## src/hw/flash_host_pkg.sv

```systemverilog
package flash_host_pkg;

  // ----------------------------------------------------------------
  // clock and timing
  // ----------------------------------------------------------------
  localparam int CLK_PERIOD_NS = 100;
  localparam int RESUME_GAP_MS = 4;
  localparam int RESUME_GAP_CYCLES = (RESUME_GAP_MS * 1000000 + CLK_PERIOD_NS - 1) / CLK_PERIOD_NS;
  localparam int MAX_SUSPEND_PAIRS = 1024;
  localparam int WE_PULSE_NS = 35;
  localparam int WE_PULSE_CYCLES = (WE_PULSE_NS + CLK_PERIOD_NS - 1) / CLK_PERIOD_NS;
  localparam int READ_ACCESS_NS = 70;
  localparam int SYNC_STAGES = 3;
  localparam int READ_WAIT_CYCLES =
    (READ_ACCESS_NS + CLK_PERIOD_NS - 1) / CLK_PERIOD_NS + SYNC_STAGES;

  // ----------------------------------------------------------------
  // user command codes
  // ----------------------------------------------------------------
  localparam logic [2:0] CMD_READ = 3'h0;
  localparam logic [2:0] CMD_PROGRAM = 3'h1;
  localparam logic [2:0] CMD_SUSPEND = 3'h2;
  localparam logic [2:0] CMD_RESUME = 3'h3;
  localparam logic [2:0] CMD_ID_ENTRY = 3'h4;
  localparam logic [2:0] CMD_QUERY_ENTRY = 3'h5;
  localparam logic [2:0] CMD_RESET = 3'h6;

  // ----------------------------------------------------------------
  // flash command data and addresses
  // ----------------------------------------------------------------
  localparam logic [15:0] DATA_UNLOCK1 = 16'h00aa;
  localparam logic [15:0] DATA_UNLOCK2 = 16'h0055;
  localparam logic [15:0] DATA_PROGRAM = 16'h00a0;
  localparam logic [15:0] DATA_ID_ENTRY = 16'h0090;
  localparam logic [15:0] DATA_QUERY = 16'h0098;
  localparam logic [15:0] DATA_RESET = 16'h00f0;
  localparam logic [15:0] DATA_SUSPEND = 16'h00b0;
  localparam logic [15:0] DATA_RESUME = 16'h0030;
  localparam logic [20:0] ADDR_UNLOCK1_WORD = 21'h000555;
  localparam logic [20:0] ADDR_UNLOCK2_WORD = 21'h0002aa;
  localparam logic [20:0] ADDR_QUERY_WORD = 21'h000055;
  localparam logic [20:0] ADDR_UNLOCK1_BYTE = 21'h000aaa;
  localparam logic [20:0] ADDR_UNLOCK2_BYTE = 21'h000555;
  localparam logic [20:0] ADDR_QUERY_BYTE = 21'h0000aa;

  // ----------------------------------------------------------------
  // status bit positions
  // ----------------------------------------------------------------
  localparam int TIME_LIMIT_POS = 5;

endpackage

```

## src/hw/flash_bus_cycle.sv

```systemverilog
`timescale 1ns/100ps
module flash_bus_cycle (
  // clock and reset
  input wire logic clk,
  input wire logic rst,
  // cycle request
  input wire logic start,
  input wire logic write_en,
  input wire logic [20:0] addr,
  input wire logic [15:0] wdata,
  input wire logic byte_mode,
  output logic done,
  output logic [15:0] rdata,
  // flash pins
  output logic [19:0] flash_addr,
  output logic flash_addr_lsb,
  output logic flash_ce_n,
  output logic flash_oe_n,
  output logic flash_we_n,
  input wire logic [15:0] dq_in,
  output logic [15:0] dq_out,
  output logic dq_oe
);

  typedef enum logic [2:0] {C_IDLE, C_SETUP, C_STROBE, C_HOLD, C_READ} cyc_state_type;

  cyc_state_type state_r;
  logic [15:0] dq_s1_r;
  logic [15:0] dq_s2_r;
  logic [15:0] dq_s3_r;
  logic [3:0] cnt_r;

  // ----------------------------------------------------------------
  // data pin synchroniser
  // ----------------------------------------------------------------
  always_ff @(posedge clk) begin
    if (rst) begin
      dq_s1_r <= 16'h0000;
      dq_s2_r <= 16'h0000;
      dq_s3_r <= 16'h0000;
    end else begin
      dq_s1_r <= dq_in;
      dq_s2_r <= dq_s1_r;
      dq_s3_r <= dq_s2_r;
    end
  end

  // ----------------------------------------------------------------
  // cycle sequencing
  // ----------------------------------------------------------------
  always_ff @(posedge clk) begin
    if (rst) begin
      state_r <= C_IDLE;
      cnt_r <= 4'h0;
      done <= 1'b0;
      rdata <= 16'h0000;
      flash_addr <= 20'h00000;
      flash_addr_lsb <= 1'b0;
      flash_ce_n <= 1'b1;
      flash_oe_n <= 1'b1;
      flash_we_n <= 1'b1;
      dq_out <= 16'h0000;
      dq_oe <= 1'b0;
    end else begin
      done <= 1'b0;
      case (state_r)
        C_IDLE: begin
          if (start) begin
            flash_addr <= byte_mode ? addr[20:1] : addr[19:0];
            flash_addr_lsb <= byte_mode ? addr[0] : 1'b0;
            flash_ce_n <= 1'b0;
            cnt_r <= 4'h0;
            if (write_en) begin
              dq_out <= byte_mode ? {8'h00, wdata[7:0]} : wdata;
              dq_oe <= 1'b1;
              state_r <= C_SETUP;
            end else begin
              flash_oe_n <= 1'b0;
              state_r <= C_READ;
            end
          end
        end
        C_SETUP: begin
          flash_we_n <= 1'b0;
          cnt_r <= 4'(flash_host_pkg::WE_PULSE_CYCLES - 1);
          state_r <= C_STROBE;
        end
        C_STROBE: begin
          if (cnt_r == 4'h0) begin
            flash_we_n <= 1'b1;
            state_r <= C_HOLD;
          end else begin
            cnt_r <= cnt_r - 4'h1;
          end
        end
        C_HOLD: begin
          flash_ce_n <= 1'b1;
          dq_oe <= 1'b0;
          done <= 1'b1;
          state_r <= C_IDLE;
        end
        C_READ: begin
          if (cnt_r >= 4'(flash_host_pkg::READ_WAIT_CYCLES) && dq_s2_r == dq_s3_r) begin
            rdata <= byte_mode ? {8'h00, dq_s3_r[7:0]} : dq_s3_r;
            flash_oe_n <= 1'b1;
            flash_ce_n <= 1'b1;
            done <= 1'b1;
            state_r <= C_IDLE;
          end else if (cnt_r != 4'hf) begin
            cnt_r <= cnt_r + 4'h1;
          end
        end
        default: begin
          state_r <= C_IDLE;
        end
      endcase
    end
  end

endmodule // flash_bus_cycle

```

## src/hw/flash_host_ctrl.sv

```systemverilog
`timescale 1ns/100ps
// How it works
// - wait 4ms from resume to next suspend
// - at most 1024 suspend-resume pairs per erase
// - two unlocks then 90h enter identification
// - after time limit failure, issue reset
// - query entry writes 98h at 55h/AAh
module flash_host_ctrl #(
  parameter int RESUME_GAP = flash_host_pkg::RESUME_GAP_CYCLES
) (
  // clock and reset
  input wire logic clk,
  input wire logic rst,
  // user commands
  input wire logic cmd_valid,
  output logic cmd_ready,
  input wire logic [2:0] cmd_code,
  input wire logic [20:0] cmd_addr,
  input wire logic [15:0] cmd_data,
  input wire logic byte_mode,
  // user responses and status
  output logic rsp_valid,
  output logic [15:0] rsp_data,
  output logic suspended,
  output logic resume_hold,
  output logic pair_limit,
  output logic fail_recovering,
  // flash pins
  output logic [19:0] flash_addr,
  output logic flash_addr_lsb,
  output logic flash_ce_n,
  output logic flash_oe_n,
  output logic flash_we_n,
  output logic flash_byte_n,
  output logic flash_reset_n,
  input wire logic [15:0] dq_in,
  output logic [15:0] dq_out,
  output logic dq_oe,
  input wire logic ready_busy_in
);

  typedef enum logic [2:0] {S_IDLE, S_WRITE, S_WAIT_W, S_READ, S_WAIT_R} seq_state_type;

  seq_state_type state_r;
  logic [2:0] code_r;
  logic [20:0] addr_r;
  logic [15:0] data_r;
  logic [1:0] step_r;
  logic fail_pending_r;
  logic suspended_r;
  logic [15:0] gap_cnt_r;
  logic [10:0] pairs_r;
  logic rb_s1_r;
  logic rb_s2_r;
  logic rb_s3_r;
  logic rb_r;
  logic cyc_start;
  logic cyc_write;
  logic cyc_done;
  logic [15:0] cyc_rdata;
  logic [36:0] step_word;
  logic seq_done;
  logic cmd_allowed;
  logic accept;

  // ----------------------------------------------------------------
  // sequence tables
  // ----------------------------------------------------------------
  function automatic logic [2:0] seq_len(input logic [2:0] code);
    case (code)
      flash_host_pkg::CMD_PROGRAM: seq_len = 3'h4;
      flash_host_pkg::CMD_ID_ENTRY: seq_len = 3'h3;
      flash_host_pkg::CMD_READ: seq_len = 3'h0;
      default: seq_len = 3'h1;
    endcase
  endfunction

  function automatic logic [36:0] seq_step(input logic [2:0] code, input logic [1:0] idx,
                                           input logic [20:0] a, input logic [15:0] d,
                                           input logic bm);
    logic [20:0] u1;
    logic [20:0] u2;
    logic [20:0] q;
    u1 = bm ? flash_host_pkg::ADDR_UNLOCK1_BYTE : flash_host_pkg::ADDR_UNLOCK1_WORD;
    u2 = bm ? flash_host_pkg::ADDR_UNLOCK2_BYTE : flash_host_pkg::ADDR_UNLOCK2_WORD;
    q = bm ? flash_host_pkg::ADDR_QUERY_BYTE : flash_host_pkg::ADDR_QUERY_WORD;
    if ((code == flash_host_pkg::CMD_PROGRAM || code == flash_host_pkg::CMD_ID_ENTRY)
        && idx == 2'h0) begin
      seq_step = {u1, flash_host_pkg::DATA_UNLOCK1};
    end else if ((code == flash_host_pkg::CMD_PROGRAM || code == flash_host_pkg::CMD_ID_ENTRY)
                 && idx == 2'h1) begin
      seq_step = {u2, flash_host_pkg::DATA_UNLOCK2};
    end else begin
      case (code)
        flash_host_pkg::CMD_PROGRAM:
          seq_step = (idx == 2'h2) ? {u1, flash_host_pkg::DATA_PROGRAM} : {a, d};
        flash_host_pkg::CMD_ID_ENTRY: seq_step = {u1, flash_host_pkg::DATA_ID_ENTRY};
        flash_host_pkg::CMD_QUERY_ENTRY: seq_step = {q, flash_host_pkg::DATA_QUERY};
        flash_host_pkg::CMD_SUSPEND: seq_step = {a, flash_host_pkg::DATA_SUSPEND};
        flash_host_pkg::CMD_RESUME: seq_step = {a, flash_host_pkg::DATA_RESUME};
        default: seq_step = {a, flash_host_pkg::DATA_RESET};
      endcase
    end
  endfunction

  // ----------------------------------------------------------------
  // ready/busy synchroniser
  // ----------------------------------------------------------------
  always_ff @(posedge clk) begin
    if (rst) begin
      rb_s1_r <= 1'b1;
      rb_s2_r <= 1'b1;
      rb_s3_r <= 1'b1;
      rb_r <= 1'b1;
    end else begin
      rb_s1_r <= ready_busy_in;
      rb_s2_r <= rb_s1_r;
      rb_s3_r <= rb_s2_r;
      if (rb_s2_r == rb_s3_r) begin
        rb_r <= rb_s3_r;
      end
    end
  end

  // ----------------------------------------------------------------
  // command acceptance
  // ----------------------------------------------------------------
  always_comb begin
    cmd_allowed = 1'b1;
    if (cmd_code == flash_host_pkg::CMD_SUSPEND) begin
      cmd_allowed = (gap_cnt_r == 16'h0000)
                    && (pairs_r < 11'(flash_host_pkg::MAX_SUSPEND_PAIRS));
    end
  end

  assign cmd_ready = (state_r == S_IDLE) && !fail_pending_r && cmd_allowed;
  assign accept = cmd_valid && cmd_ready;
  assign step_word = seq_step(code_r, step_r, addr_r, data_r, byte_mode);
  assign cyc_start = (state_r == S_WRITE) || (state_r == S_READ);
  assign cyc_write = (state_r == S_WRITE);
  assign seq_done = (state_r == S_WAIT_W) && cyc_done && ({1'b0, step_r} + 3'h1 == seq_len(code_r));
  assign flash_byte_n = !byte_mode;
  assign flash_reset_n = 1'b1;
  assign suspended = suspended_r;
  assign resume_hold = (gap_cnt_r != 16'h0000);
  assign pair_limit = (pairs_r >= 11'(flash_host_pkg::MAX_SUSPEND_PAIRS));
  assign fail_recovering = fail_pending_r;

  // ----------------------------------------------------------------
  // sequencer
  // ----------------------------------------------------------------
  always_ff @(posedge clk) begin
    if (rst) begin
      state_r <= S_IDLE;
      code_r <= flash_host_pkg::CMD_READ;
      addr_r <= 21'h000000;
      data_r <= 16'h0000;
      step_r <= 2'h0;
      rsp_valid <= 1'b0;
      rsp_data <= 16'h0000;
    end else begin
      rsp_valid <= 1'b0;
      case (state_r)
        S_IDLE: begin
          step_r <= 2'h0;
          if (fail_pending_r) begin
            code_r <= flash_host_pkg::CMD_RESET;
            state_r <= S_WRITE;
          end else if (accept) begin
            code_r <= cmd_code;
            addr_r <= cmd_addr;
            data_r <= cmd_data;
            state_r <= (seq_len(cmd_code) == 3'h0) ? S_READ : S_WRITE;
          end
        end
        S_WRITE: state_r <= S_WAIT_W;
        S_WAIT_W: begin
          if (seq_done) begin
            state_r <= S_IDLE;
          end else if (cyc_done) begin
            step_r <= step_r + 2'h1;
            state_r <= S_WRITE;
          end
        end
        S_READ: state_r <= S_WAIT_R;
        S_WAIT_R: begin
          if (cyc_done) begin
            rsp_valid <= 1'b1;
            rsp_data <= cyc_rdata;
            state_r <= S_IDLE;
          end
        end
        default: state_r <= S_IDLE;
      endcase
    end
  end

  // ----------------------------------------------------------------
  // failure recovery
  // ----------------------------------------------------------------
  always_ff @(posedge clk) begin
    if (rst) begin
      fail_pending_r <= 1'b0;
    end else if (state_r == S_WAIT_R && cyc_done
                 && cyc_rdata[flash_host_pkg::TIME_LIMIT_POS] && !rb_r) begin
      fail_pending_r <= 1'b1;
    end else if (state_r == S_IDLE) begin
      fail_pending_r <= 1'b0;
    end
  end

  // ----------------------------------------------------------------
  // suspend bookkeeping
  // ----------------------------------------------------------------
  always_ff @(posedge clk) begin
    if (rst) begin
      suspended_r <= 1'b0;
      gap_cnt_r <= 16'h0000;
      pairs_r <= 11'h000;
    end else begin
      if (seq_done && code_r == flash_host_pkg::CMD_SUSPEND) begin
        suspended_r <= 1'b1;
      end else if (seq_done && code_r == flash_host_pkg::CMD_RESUME) begin
        suspended_r <= 1'b0;
      end
      if (seq_done && code_r == flash_host_pkg::CMD_RESUME) begin
        gap_cnt_r <= 16'(RESUME_GAP);
      end else if (gap_cnt_r != 16'h0000) begin
        gap_cnt_r <= gap_cnt_r - 16'h0001;
      end
      if (seq_done && code_r == flash_host_pkg::CMD_RESUME) begin
        if (pairs_r < 11'(flash_host_pkg::MAX_SUSPEND_PAIRS)) begin
          pairs_r <= pairs_r + 11'h001;
        end
      end else if (gap_cnt_r == 16'h0000 && rb_r && !suspended_r && state_r == S_IDLE) begin
        pairs_r <= 11'h000;
      end
    end
  end

  // ----------------------------------------------------------------
  // pin cycle engine
  // ----------------------------------------------------------------
  flash_bus_cycle u_cycle (
    .clk(clk),
    .rst(rst),
    .start(cyc_start),
    .write_en(cyc_write),
    .addr(state_r == S_READ ? addr_r : step_word[36:16]),
    .wdata(step_word[15:0]),
    .byte_mode(byte_mode),
    .done(cyc_done),
    .rdata(cyc_rdata),
    .flash_addr(flash_addr),
    .flash_addr_lsb(flash_addr_lsb),
    .flash_ce_n(flash_ce_n),
    .flash_oe_n(flash_oe_n),
    .flash_we_n(flash_we_n),
    .dq_in(dq_in),
    .dq_out(dq_out),
    .dq_oe(dq_oe)
  );

endmodule // flash_host_ctrl

```

## config.mk

```make
export PLATFORM = sky130hd
export DESIGN_NAME = flash_host_ctrl
export DESIGN_NICKNAME = d
export VERILOG_FILES = /design/src/hw/flash_host_pkg.sv /design/src/hw/flash_bus_cycle.sv /design/src/hw/flash_host_ctrl.sv
export SDC_FILE = /design/constraint.sdc
export NUM_CORES = 1
export LEC_CHECK = 0
export CAP_MARGIN = 20
export CORE_AREA = 2 2 139 155
export DETAILED_ROUTE_END_ITERATION = 16
export DIE_AREA = 0 0 141 157
export DONT_BUFFER_PORTS = 1
export PLACE_DENSITY = 0.61
export SYNTH_ARGS = -nofsm -noshare
export SYNTH_HDL_FRONTEND = slang
export SYNTH_SLANG_ARGS = --single-unit
export TNS_END_PERCENT = 1
```

## constraint.sdc

```tcl
create_clock -name clk -period 4.2 [get_ports clk]
set_input_delay 0.42 -clock clk [delete_from_list [all_inputs] [get_ports clk]]
set_output_delay 0.42 -clock clk [all_outputs]
set_load 0.02 [all_outputs]
```

==> impl_results.md <==
- Ys Warns: 0
- Worst setup margin: around 0.94 ns
- DIE HEIGHT: between 150 and 200 um
- Synth unique cells: 73
- First-pass GRT wire length: about 38000 um
- R2R Path End: u_cycle.flash_addr[19]$_SDFFE_PP0P_
- Peak VDD IR: 0.000323 V
- Clock Latency Late Sink: 0.52 ns
- Via density: roughly 5.5
- Final core utilization: 0.489
- IO buf count: 0
- Clock slew at reported path FFs: 0.06 ns
- Post-DP HPWL: 14900 um
- Critical path class: reg -> reg
- Number of post-CTS setup repair buffers: 0
- Fillers: 2013
- Grt ovf: 0
- Power density cells: 577 mW/mm^2
- Vias in the first global route: just under 7000
- Gr usage total: 0.212
- Hold Path Cell Cnt: 1
- Num rows: between 50 and 60
- Worst slew pin tran: 0.914 ns
- Top cells by area, synth: dfxtp_1 47%, a21oi_1 7.4%, nand2_1 7.3%
- CP endpoint kind: flip-flop
- Slew Viols, Final: 0
- Final Instance Area: roughly 0.010 sq mm
- CTS Root Cell: clkbuf_16
- Core area: a little over 0.02 sq mm
- Status: completed
- Unrepaired setup endpoints after global routing: false
- TritonCTS clock tree: done
- Worst hold endpoint: u_cycle.cnt_r[0]$_SDFFE_PP0P_
- Final setup fails: 0
- Iter 0 DRT Violations: about 520
- Worst-path fanout max: 24
- Dpl cell area: about 0.0090 sq mm
- Layout cells sized above 1: 0.0650
- Routed vias: roughly 7300
- Reg2Reg Depth: 8
- Crit path time final: between 3 and 4 ns
- Synth-to-layout area growth: 11.7%
- Data required, critical path: approximately 4.6 ns
- Syn nets: ~1100
- Drt pass-1 iters: 6
- Synth Flop Type: dfxtp_1
- DR WL/cell: 18.1 um
- Critical path arrival: about 3.6 ns
- I/O pin count: between 100 and 150
- Finished Layout Cells: around 1300
- Final hold viol count: 0
- Skew final: between 0.02 and 0.025 ns
- Post-synth ARST share: 0
- Min-Delay Path Class: in -> reg
- Worst slew margin: 0.386
- Commonest non-fill, non-tap cells in the layout: 208 x dfxtp_1, 174 x nand2_1, 132 x a21oi_1
- Part of the cycle the worst path needs: 0.776
- Leak: 3.69 nW
- Cts bufs inserted: 24
- Post-Syn Area: 0.00894 sq mm
- Setup WS pre-CTS: 1.03 ns
- Routability cong.: between 0.9 and 1
- Clock buffer depth: 3
- Max-cap violation count: 0
- Avg Cell Area, Syn: 8.35 sq um
- Num Clock Sinks: approximately 210
- Nets: 1119
- Initial Util: 0.437
- Yosys top cell area share: 0.466
- FMAX: a little over 0.3 GHz
- Seq/Total Area, Yosys: 0.466
- Hold Startpoint: rst
- Mapped Cells: between 1000 and 1500
- Initial antenna violation count: 0
- Synthesis-stage register bit count: roughly 210
- Placed cell count: 1261
- Total Wirelength: between 20000 and 25000 um
- Setup TNS Final: 0 ns
- Startpoint Class: flip-flop
- Largest net degree at the start of global routing: ~110
- EDFF count, synth: 0
- Commonest non-fill, non-tap cell in the layout: dfxtp_1
- Die X: about 140 um
- Die area: ~0.022 sq mm
- Final ANT Viol Nets: 0
- Ant. Diodes: 0
- R2R Setup Slk: about 0.94 ns
- Area leader, netlist: dfxtp_1
- R2R Path Start: code_r[2]$_SDFFE_PP0P_
- DR DRC count: 0
- H-tree depth: 1
==> kinds of logic (layout without fill, tap and decap cells) <==
group | after synthesis | after routing | synth area share
other cells | 1 | 1 | 0.000420
compound gates | 253 | 253 | 0.177
flops | 208 | 208 | 0.466
fa+ha+maj | 14 | 14 | 0.0204
simple gates | 456 | 456 | 0.247
buf+inv | 94 | 86 | 0.0434
xor+xnor | 35 | 35 | 0.0351
mux | 9 | 9 | 0.0101
==> sequential cells by signal, indices dropped and copies added (netlist names), 2 cells and up <==
signal	flops
pairs_r	11
gap_cnt_r	16
u_cycle.dq_s2_r	16
addr_r	21
u_cycle.state_r	3
u_cycle.dq_s3_r	16
u_cycle.dq_s1_r	16
data_r	16
code_r	3
u_cycle.dq_out	16
state_r	3
u_cycle.rdata	16
u_cycle.cnt_r	4
step_r	2
rsp_data	16
u_cycle.flash_addr	20
==> synthesized netlist by cell type, types with 4 or more instances <==
cell type / n
nor2b_1: 58
nand4_1: 6
a31oi_1: 8
o21a_1: 5
a311oi_1: 7
o22ai_1: 6
nor3b_1: 5
o21ai_0: 21
or4_1: 6
or3_1: 9
o21bai_1: 5
nand2b_1: 12
nand3_1: 17
a21oi_1: 132
a211oi_1: 9
nor4_1: 9
dfxtp_1: 208
nand2_1: 174
nor3_1: 32
o211ai_1: 4
nor2_1: 92
o32ai_1: 5
buf_2: 8
xnor2_1: 9
a22oi_1: 10
or2_2: 7
nand3b_1: 9
o31ai_1: 6
inv_1: 22
xor2_1: 25
and3_1: 5
clkbuf_1: 58
mux2i_1: 9
buf_4: 4
ha_1: 13
==> worst max-delay path by stage <==
stage               slack (ns)                             endpoint                   start  cells after the start
global route              0.67              pairs_r[2]$_SDFFE_PP0P_  code_r[2]$_SDFFE_PP0P_                      7
CTS                       1.01  u_cycle.flash_addr[16]$_SDFFE_PP0P_  code_r[2]$_SDFFE_PP0P_                      8
finish                    0.94  u_cycle.flash_addr[19]$_SDFFE_PP0P_  code_r[2]$_SDFFE_PP0P_                      8
floorplan                 1.31  u_cycle.flash_addr[12]$_SDFFE_PP0P_  code_r[1]$_SDFFE_PP0P_                     13
detailed placement        1.03              pairs_r[9]$_SDFFE_PP0P_  code_r[2]$_SDFFE_PP0P_                      7
global placement          1.13  u_cycle.flash_addr[16]$_SDFFE_PP0P_  code_r[2]$_SDFFE_PP0P_                      8
==> timing repair <==
item / CTS / global route
endpoints found under the hold margin: 108 / 1
hold buffers: 10 / 1
resized for setup: 0 / 0
endpoints found under the setup margin: 0 / 0
==> routing by layer <==
layer / share of wire / up-vias / wire length, um / track usage
met2: 0.44 / 263 / 10400 / 0.330
met4: 0.020 / 0 / 482 / 0.0619
met1: 0.46 / 3351 / 10900 / 0.289
li1: - / 3642 / - / -
met5: 0 / - / 0 / 0
met3: 0.086 / 31 / 2040 / 0.0584
==> worst max-delay path: stages (launching register included) <==
cell and delay, ns:
dfxtp_1 0.83, inv_1 0.33, ha_1 0.60, nand2_1 0.19
a31oi_1 0.42, o21a_1 0.45, nor3_1 0.09, a21oi_1 0.15
nor2_1 0.05
==> stage by stage <==
stage,total power [mW],hold WS [ns]
after CTS,5.81,0.000143
after global routing,6.08,0.00402
after floorplan,3.43,0.389
final,5.76,0.0233
after detailed placement,3.69,0.408
after global placement,3.68,0.406
==> layout make-up <==
class / instances / area [sq um] / share of cell area
clock buffer: 29 / 639 / 0.0640
inverter: 23 / 88.8 / 0.00890
timing repair buffer: 19 / 225 / 0.0226
tap: 256 / 320 / 0.0321
sequential: 208 / 4160 / 0.417
clock inverter: 15 / 158 / 0.0158
multi-input combinational: 768 / 4390 / 0.440
==> report_power, final <==
group / internal (mW) / leakage [nW] / switching (mW) / total, mW
Clock: 1.22 / 0.370 / 0.837 / 2.05
Sequential: 2.17 / 1.70 / 0.261 / 2.43
Combinational: 0.490 / 1.62 / 0.784 / 1.27
Total: 3.88 / 3.69 / 1.88 / 5.76
Power figures use the tool's default switching activity.
